File: config.mk
export PLATFORM = sky130hd
export DESIGN_NAME = epmc_host
export DESIGN_NICKNAME = d
export VERILOG_FILES = /design/src/include/epmc_pkg.sv /design/src/epmc_sync.sv /design/src/epmc_host.sv
export SDC_FILE = /design/constraint.sdc
export NUM_CORES = 1
export LEC_CHECK = 0
export BUFFER_PORTS_ARGS = -buffer_cell sky130_fd_sc_hd__buf_2
export CORE_AREA = 2 2 92 116
export CTS_CLUSTER_DIAMETER = 30
export CTS_CLUSTER_SIZE = 8
export DETAILED_ROUTE_END_ITERATION = 12
export DIE_AREA = 0 0 94 118
export GPL_TIMING_DRIVEN = 0
export PLACE_DENSITY_LB_ADDON = 0.12
export SLEW_MARGIN = 20
export SYNTH_ARGS = -nofsm -noshare
export SYNTH_HDL_FRONTEND = slang
export SYNTH_SLANG_ARGS = --single-unit
File: constraint.sdc
create_clock -name clk -period 3.06 [get_ports clk]
set_clock_uncertainty 0.1 [all_clocks]
set_input_delay 0.306 -clock clk [delete_from_list [all_inputs] [get_ports clk]]
set_output_delay 0.306 -clock clk [all_outputs]
set_load 0.05 [all_outputs]
File: src/include/epmc_pkg.sv
/*
 * Constants and types shared by the host-side controller for a 128K x 16 UV EPROM.
 * Assumes a single 100 MHz clock and pin-level modelling of the high voltages as enables.
 */
package epmc_pkg;

  // ****************************************************************
  // Widths
  // ****************************************************************
  localparam int unsigned EPMC_AW = 17;
  localparam int unsigned EPMC_DW = 16;

  // ****************************************************************
  // Timing in ns and derived cycle counts
  // ****************************************************************
  localparam int unsigned EPMC_CLK_NS        = 10;
  localparam int unsigned EPMC_ACCESS_NS     = 250;
  localparam int unsigned EPMC_FLOAT_NS      = 60;
  localparam int unsigned EPMC_PGM_PULSE_NS  = 100000;
  localparam int unsigned EPMC_ACCESS_CYC    = (EPMC_ACCESS_NS + EPMC_CLK_NS - 1) / EPMC_CLK_NS;
  localparam int unsigned EPMC_FLOAT_CYC     = (EPMC_FLOAT_NS + EPMC_CLK_NS - 1) / EPMC_CLK_NS;
  localparam int unsigned EPMC_PGM_PULSE_CYC = (EPMC_PGM_PULSE_NS + EPMC_CLK_NS - 1) / EPMC_CLK_NS;
  localparam int unsigned EPMC_CW            = 14;

  // ****************************************************************
  // Reset values and field positions
  // ****************************************************************
  localparam logic [EPMC_AW-1:0] EPMC_ADDR_RST      = 17'h00000;
  localparam int unsigned        EPMC_ID_MODE_BIT   = 9;
  localparam int unsigned        EPMC_ID_SEL_BIT    = 0;
  localparam int unsigned        EPMC_PARITY_BIT    = 7;

  // ****************************************************************
  // Commands and states
  // ****************************************************************
  typedef enum logic [2:0] {
    EPMC_CMD_READ   = 3'h0,
    EPMC_CMD_VERIFY = 3'h1,
    EPMC_CMD_PROG   = 3'h2,
    EPMC_CMD_ID     = 3'h3,
    EPMC_CMD_IDLE   = 3'h4
  } epmc_cmd_t;

  typedef enum logic [2:0] {
    EPMC_ST_IDLE  = 3'b000,
    EPMC_ST_SETUP = 3'b001,
    EPMC_ST_WAIT  = 3'b011,
    EPMC_ST_DONE  = 3'b010,
    EPMC_ST_FLOAT = 3'b110
  } epmc_state_t;

endpackage : epmc_pkg

File: src/epmc_sync.sv
/*
 * Two-flip-flop synchroniser for the data pins read back from the memory.
 * Assumes the pins are asynchronous to clk.
 */
module epmc_sync #(
  parameter int unsigned W = 1
) (
  // Clock and reset
  input  wire logic         clk,
  input  wire logic         sys_rst,
  // Data
  input  wire logic [W-1:0] async_i,
  output logic      [W-1:0] sync_o
);

  logic [W-1:0] meta_q;
  logic [W-1:0] sync_q;

  always_ff @(posedge clk or posedge sys_rst) begin
    if (sys_rst) begin
      meta_q <= '0;
      sync_q <= '0;
    end else begin
      meta_q <= async_i;
      sync_q <= meta_q;
    end
  end

  assign sync_o = sync_q;

endmodule : epmc_sync

File: src/epmc_host.sv
/*
 * Host-side controller that drives a 128K x 16 UV EPROM through its pins:
 * read, program, program verify and identification cycles, one at a time.
 * Assumes the high programming supply and the elevated identification level
 * are switched by board circuits steered by the enable outputs here.
 */
// Behaviour
// To verify, chip-select and output-gate are low, program-strobe high and supply at its high level.
// Identification mode is entered only while the elevated level is held on the address line nine.
// In identification mode address bit zero low gives the maker byte, high the part byte.
// During identification every address line except bits zero and nine is held low.
// Each identifier byte has odd parity with its top bit as parity bit.
// Identifier bytes appear on the low data byte while chip-select and output-gate are low.
// The device drives the addressed word only while chip-select and output-gate are both low.
// With chip-select low and output-gate high the device data pins float.
// With chip-select high the device is in standby and its outputs float.
// Chip-select is the primary per-device select and output-gate follows the read strobe.
// Programming mode needs the high supply with chip-select and program-strobe low.
// Erased cells read as one and programming only turns ones into zeros.
// With high supply and chip-select high the device is not programmed and floats.
// The programmer presents all sixteen data bits in parallel while programming.
// In identification mode the upper data byte is undefined and ignored.
module epmc_host
  import epmc_pkg::*;
(
  // Clock and reset
  input  wire logic                         clk,
  input  wire logic                         sys_rst,
  // Command port
  input  wire logic                         cmd_valid,
  input  wire epmc_pkg::epmc_cmd_t          cmd_op,
  input  wire logic [epmc_pkg::EPMC_AW-1:0] cmd_addr,
  input  wire logic [epmc_pkg::EPMC_DW-1:0] cmd_wdata,
  output logic                              cmd_ready,
  output logic                              rsp_valid,
  output logic      [epmc_pkg::EPMC_DW-1:0] rsp_rdata,
  output logic                              rsp_parity_ok,
  output logic                              rsp_zero_to_one,
  // Memory pins
  output logic                              chip_sel_n,
  output logic                              out_gate_n,
  output logic                              program_strobe_n,
  output logic      [epmc_pkg::EPMC_AW-1:0] mem_addr,
  output logic                              program_supply_hi,
  output logic                              id_mode_address_line_hi,
  input  wire logic [epmc_pkg::EPMC_DW-1:0] data_i,
  output logic      [epmc_pkg::EPMC_DW-1:0] data_o,
  output logic                              data_oe_n
);
  import epmc_pkg::*;

  // ****************************************************************
  // Input synchronisation
  // ****************************************************************
  logic [EPMC_DW-1:0] data_s;

  epmc_sync #(.W(EPMC_DW)) u_data_sync (
    .clk     (clk),
    .sys_rst (sys_rst),
    .async_i (data_i),
    .sync_o  (data_s)
  );

  // ****************************************************************
  // Sequencer state
  // ****************************************************************
  epmc_state_t        st_q, st_d;
  epmc_cmd_t          op_q, op_d;
  logic [EPMC_CW-1:0] cnt_q, cnt_d;
  logic [EPMC_AW-1:0] addr_q, addr_d;
  logic [EPMC_DW-1:0] wdat_q, wdat_d;
  logic               ce_n_q, ce_n_d;
  logic               oe_n_q, oe_n_d;
  logic               pgm_n_q, pgm_n_d;
  logic               vpp_q, vpp_d;
  logic               vh_q, vh_d;
  logic               doe_n_q, doe_n_d;
  logic               rdy_q, rdy_d;
  logic               rv_q, rv_d;
  logic [EPMC_DW-1:0] rd_q, rd_d;
  logic               par_q, par_d;
  logic               z1_q, z1_d;

  localparam logic [EPMC_CW-1:0] ACC_C   = EPMC_CW'(EPMC_ACCESS_CYC + 2);
  localparam logic [EPMC_CW-1:0] FLOAT_C = EPMC_CW'(EPMC_FLOAT_CYC);
  localparam logic [EPMC_CW-1:0] PULSE_C = EPMC_CW'(EPMC_PGM_PULSE_CYC);

  always_comb begin
    st_d    = st_q;
    op_d    = op_q;
    cnt_d   = cnt_q;
    addr_d  = addr_q;
    wdat_d  = wdat_q;
    ce_n_d  = ce_n_q;
    oe_n_d  = oe_n_q;
    pgm_n_d = pgm_n_q;
    vpp_d   = vpp_q;
    vh_d    = vh_q;
    doe_n_d = doe_n_q;
    rdy_d   = rdy_q;
    rv_d    = 1'b0;
    rd_d    = rd_q;
    par_d   = par_q;
    z1_d    = z1_q;
    case (st_q)
      EPMC_ST_IDLE: begin
        if (cmd_valid && rdy_q && cmd_op != EPMC_CMD_IDLE) begin
          op_d   = cmd_op;
          wdat_d = cmd_wdata;
          rdy_d  = 1'b0;
          cnt_d  = '0;
          st_d   = EPMC_ST_SETUP;
          if (cmd_op == EPMC_CMD_ID) begin
            addr_d = EPMC_ADDR_RST;
            addr_d[EPMC_ID_SEL_BIT] = cmd_addr[EPMC_ID_SEL_BIT];
            vh_d   = 1'b1;
          end else begin
            addr_d = cmd_addr;
          end
          vpp_d = (cmd_op == EPMC_CMD_PROG) || (cmd_op == EPMC_CMD_VERIFY);
        end
      end
      EPMC_ST_SETUP: begin
        // Levels settle one cycle before any strobe moves.
        ce_n_d = 1'b0;
        if (op_q == EPMC_CMD_PROG) begin
          doe_n_d = 1'b0;
          pgm_n_d = 1'b0;
          cnt_d   = PULSE_C;
        end else begin
          oe_n_d  = 1'b0;
          pgm_n_d = 1'b1;
          cnt_d   = ACC_C;
        end
        st_d = EPMC_ST_WAIT;
      end
      EPMC_ST_WAIT: begin
        if (cnt_q != '0) begin
          cnt_d = cnt_q - EPMC_CW'(1);
        end else begin
          st_d = EPMC_ST_DONE;
        end
      end
      EPMC_ST_DONE: begin
        if (op_q == EPMC_CMD_ID) begin
          rd_d = {8'h00, data_s[7:0]};
          par_d = ^data_s[EPMC_PARITY_BIT:0];
        end else begin
          rd_d = data_s;
          par_d = 1'b1;
        end
        // A requested one where the cell holds zero cannot be programmed.
        z1_d = (op_q == EPMC_CMD_VERIFY) && |(wdat_q & ~data_s);
        pgm_n_d = 1'b1;
        oe_n_d  = 1'b1;
        ce_n_d  = 1'b1;
        doe_n_d = 1'b1;
        cnt_d   = FLOAT_C;
        st_d    = EPMC_ST_FLOAT;
      end
      EPMC_ST_FLOAT: begin
        // The supplies drop only after the pins have floated.
        if (cnt_q != '0) begin
          cnt_d = cnt_q - EPMC_CW'(1);
        end else begin
          vpp_d = 1'b0;
          vh_d  = 1'b0;
          rv_d  = 1'b1;
          rdy_d = 1'b1;
          st_d  = EPMC_ST_IDLE;
        end
      end
      default: begin
        st_d = EPMC_ST_IDLE;
      end
    endcase
  end

  always_ff @(posedge clk or posedge sys_rst) begin
    if (sys_rst) begin
      st_q    <= EPMC_ST_IDLE;
      op_q    <= EPMC_CMD_IDLE;
      cnt_q   <= '0;
      addr_q  <= EPMC_ADDR_RST;
      wdat_q  <= '0;
      ce_n_q  <= 1'b1;
      oe_n_q  <= 1'b1;
      pgm_n_q <= 1'b1;
      vpp_q   <= 1'b0;
      vh_q    <= 1'b0;
      doe_n_q <= 1'b1;
      rdy_q   <= 1'b1;
      rv_q    <= 1'b0;
      rd_q    <= '0;
      par_q   <= 1'b0;
      z1_q    <= 1'b0;
    end else begin
      st_q    <= st_d;
      op_q    <= op_d;
      cnt_q   <= cnt_d;
      addr_q  <= addr_d;
      wdat_q  <= wdat_d;
      ce_n_q  <= ce_n_d;
      oe_n_q  <= oe_n_d;
      pgm_n_q <= pgm_n_d;
      vpp_q   <= vpp_d;
      vh_q    <= vh_d;
      doe_n_q <= doe_n_d;
      rdy_q   <= rdy_d;
      rv_q    <= rv_d;
      rd_q    <= rd_d;
      par_q   <= par_d;
      z1_q    <= z1_d;
    end
  end

  // ****************************************************************
  // Outputs
  // ****************************************************************
  assign cmd_ready               = rdy_q;
  assign rsp_valid               = rv_q;
  assign rsp_rdata               = rd_q;
  assign rsp_parity_ok           = par_q;
  assign rsp_zero_to_one         = z1_q;
  assign chip_sel_n              = ce_n_q;
  assign out_gate_n              = oe_n_q;
  assign program_strobe_n        = pgm_n_q;
  assign mem_addr                = addr_q;
  assign program_supply_hi       = vpp_q;
  assign id_mode_address_line_hi = vh_q;
  assign data_o                  = wdat_q;
  assign data_oe_n               = doe_n_q;

endmodule : epmc_host

==> key figures <==
Status
  • Outcome: finished clean

Drt
  • Avg Vias per Cell: 5.24
  • Total routed wirelength: ~12000 um
  • DRT antenna net count: 0
  • Initial DRC count: roughly 150
  • Vias: between 3000 and 4000
  • DRC Markers: 0
  • DR pass1 iterations: 5
  • WL/cell: approximately 16 um

Timing
  • RSZ-0062 raised after global routing: false
  • # setup viols final: 0
  • Final Hold Viols: 0
  • Least-Margin Pin Slew: roughly 0.73 ns
  • Final Critical Period: roughly 2.5 ns
  • Post-route setup TNS: 0 ns
  • Max_slew headroom: 0.511
  • Slew Limit Fails: 0
  • Achievable frequency: 0.405 GHz
  • PnR worst setup slack: a little under 0.6 ns
  • Tcrit/Tclk final: 0.807

Power
  • Worst vdd ir: 0.000626 V
  • Pwr Density: 1190 nW/um^2
  • Lkg Pwr: 2.97 nW
  • Comb power frac: 0.501
  • Total Power: 7.12 mW
  • Net Sw Power: 3.50 mW
  • Internal Pwr Total: about 3.6 mW
  • Clock share of power: 0.175
  • Seq pwr share: 0.323
  • Switch share: 0.491

Critical path
  • R2r worst-path depth: 6
  • Endpoint class of the critical path: register
  • CP required: roughly 3.2 ns
  • Family with the most delay on the worst path: simple AND/OR/NAND/NOR gates
  • Worst Path Max Fanout: 10
  • Worst reg2reg endpoint: cnt_q[4]
  • Crit. Startpoint: cnt_q[0]
  • Largest stage delay, worst path: approximately 0.52 ns
  • Levels on crit path: 6
  • Cells along the critical path: inv_1, ha_1, nor4b_4, nand4_1, nand3_2, a2bb2oi_1
  • R2R Path Start: cnt_q[0]
  • Slowest cell on crit path: nand4_1
  • Crit path DAT: ~2.6 ns
  • CP endpoint: cnt_q[4]
  • Critical path type: reg2reg
  • Reg2reg setup slack: 0.59 ns
  • Critical path buffers and inverters: 1
  • CP startpoint kind: register

Logic synthesis
  • Post-synth ARST share: 1.00
  • Register bit total from synthesis: approximately 110
  • Seq/Total Area, Yosys: 0.594
  • Mapped Area: roughly 4700 sq um
  • Post-synthesis net count: approximately 520
  • Top_reg_cell synth: dfrtp_1
  • Synth warnings: 0
  • Synth cell types: 56
  • Post-Syn Area per Cell: between 10 and 15 sq um
  • Number of flops mapped to enable cells by yosys: 0
  • Synthesized instance count: 461

Floorplan
  • Num rows: roughly 40
  • Die height: around 120 um
  • Core footprint: between 10000 and 15000 sq um
  • Die Footprint: about 11000 sq um
  • I/O pin count: around 110
  • Initial core utilization: 0.469
  • DIE WIDTH: 94 um

Placed design
  • Dpl ws: about 0.66 ns
  • Placed Instances: ~710
  • DP Area: about 5500 sq um
  • GP Congestion: 0.930
  • # port buffers: 113
  • DP Wirelength: 8570 um

Global route
  • GRT Total Usage: 0.225
  • Largest net degree at the start of global routing: 34
  • Initial antenna violation count: 0
  • Total congestion overflow: 0
  • First-pass GRT wire length: between 15000 and 20000 um
  • Vias in the first global route: 3911

Finish
  • Area grow syn2layout: 27.4%
  • Proportion of layout cells with a drive suffix above 1: 0.264
  • Commonest non-fill, non-tap cells in the layout: 135 x nand2_1, 121 x buf_2, 105 x dfrtp_1
  • Fin cells: about 740
  • Inserted Diodes: 0
  • Reg area: roughly 2800 sq um
  • Final Cell Area: roughly 6000 sq um
  • Area of the multi-input gates: approximately 1700 sq um
  • Commonest non-fill, non-tap cell in the layout: nand2_1
  • Layout Nets: 661
  • Fill count: approximately 880

Clock tree
  • CTS H-tree lvls: 3
  • Clock transition at path regs: around 0.08 ns
  • Worst-skew pair later-pin latency: about 0.35 ns
  • CTS root buffer: clkbuf_16
  • Clock Sinks: about 110
  • TritonCTS buffer count: 9
  • CTS tree: done
  • Clock tree buffer depth: 2

Flow run
  • Max-cap violations: 0

Worst hold path
  • Hold Path Class: in2reg
  • Worst hold stages: 3
==> state kept, by name, indices dropped and copies added (netlist names) <==
register	flops
cmd_ready	1
u_data_sync.meta_q	16
op_q	3
u_data_sync.sync_o	16
id_mode_address_line_hi	1
data_o	16
data_oe_n	1
mem_addr	17
program_supply_hi	1
st_q	3
rsp_parity_ok	1
rsp_rdata	16
rsp_zero_to_one	1
chip_sel_n	1
program_strobe_n	1
out_gate_n	1
cnt_q	14
rsp_valid	1
==> stage by stage <==
stage          hold WS [ns]   util
2_1_floorplan         0.231      -
3_3_place_gp          0.232  0.542
3_5_place_dp          0.235  0.548
4_1_cts              0.0316  0.597
5_1_grt              0.0391  0.597
6_report             0.0377  0.597
==> cells by family after synthesis <==
group | count (synthesis) | share of synthesized area
and+or+nand+nor | 235 | 0.241
buffers and inverters | 36 | 0.0328
xor gates and xnor gates | 9 | 0.0168
adders and majority gates | 1 | 0.00267
AOI/OAI and AO/OA | 69 | 0.112
DFF | 111 | 0.594
==> synthesized netlist by cell type, types with 8 or more instances <==
library cell / instances / area (sq um)
xnor2_1: 8 / 70.1
clkbuf_1: 12 / 45.0
nor2_1: 17 / 63.8
nand2b_1: 15 / 93.8
o2111ai_1: 11 / 96.3
buf_2: 8 / 40.0
nor3_1: 9 / 45.0
nand2_1: 135 / 507
nand3_1: 22 / 110
inv_1: 13 / 48.8
a21oi_1: 16 / 80.1
o21ai_0: 10 / 50.1
dfrtp_1: 105 / 2630
==> tightest hold or removal path: stages <==
cell and delay, ns:
buf_2 0.07, nand2_1 0.04, nand2_1 0.04
==> final cells by class <==
type,count,area share
Buffer,22,0.0170
Clock buffer,9,0.0377
Clock inverter,7,0.0168
Inverter,14,0.00942
Multi-Input combinational cell,314,0.293
Sequential cell,111,0.466
Tap cell,129,0.0270
Timing Repair Buffer,133,0.133
==> power by group through the flow <==
stage          Sequential, mW  Combinational [mW]  Clock, mW
3_5_place_dp             2.32                3.56          0
4_1_cts                  2.30                3.59       1.28
2_1_floorplan            3.46                1.51          0
6_report                 2.30                3.57       1.25
5_1_grt                  2.37                3.87       1.33
3_3_place_gp             2.31                3.53          0
==> timing repair <==
action | CTS | global route
buffers inserted | 0 | 0
endpoints found under the hold margin | 33 | 0
hold buffers | 17 | 0
resized for setup | 0 | 0
==> per-layer routing <==
| metal | share of wire | track usage |
|---|---|---|
| met2 | 0.52 | 0.371 |
| met5 | 0 | 0 |
| met1 | 0.42 | 0.286 |
| met4 | 0.023 | 0.0942 |
| met3 | 0.044 | 0.0467 |
==> worst min-delay path by stage <==
stage,start,endpoint,slack (ns)
4_1_cts,cmd_wdata[0],data_o[0],0.03
5_1_grt,cmd_wdata[0],data_o[0],0.04
3_3_place_gp,u_data_sync.meta_q[9],u_data_sync.sync_o[9],0.23
3_5_place_dp,u_data_sync.meta_q[0],u_data_sync.sync_o[0],0.23
6_report,cmd_wdata[0],data_o[0],0.04
2_1_floorplan,u_data_sync.meta_q[0],u_data_sync.sync_o[0],0.23
No activity file was read; power rests on OpenSTA's default activity.
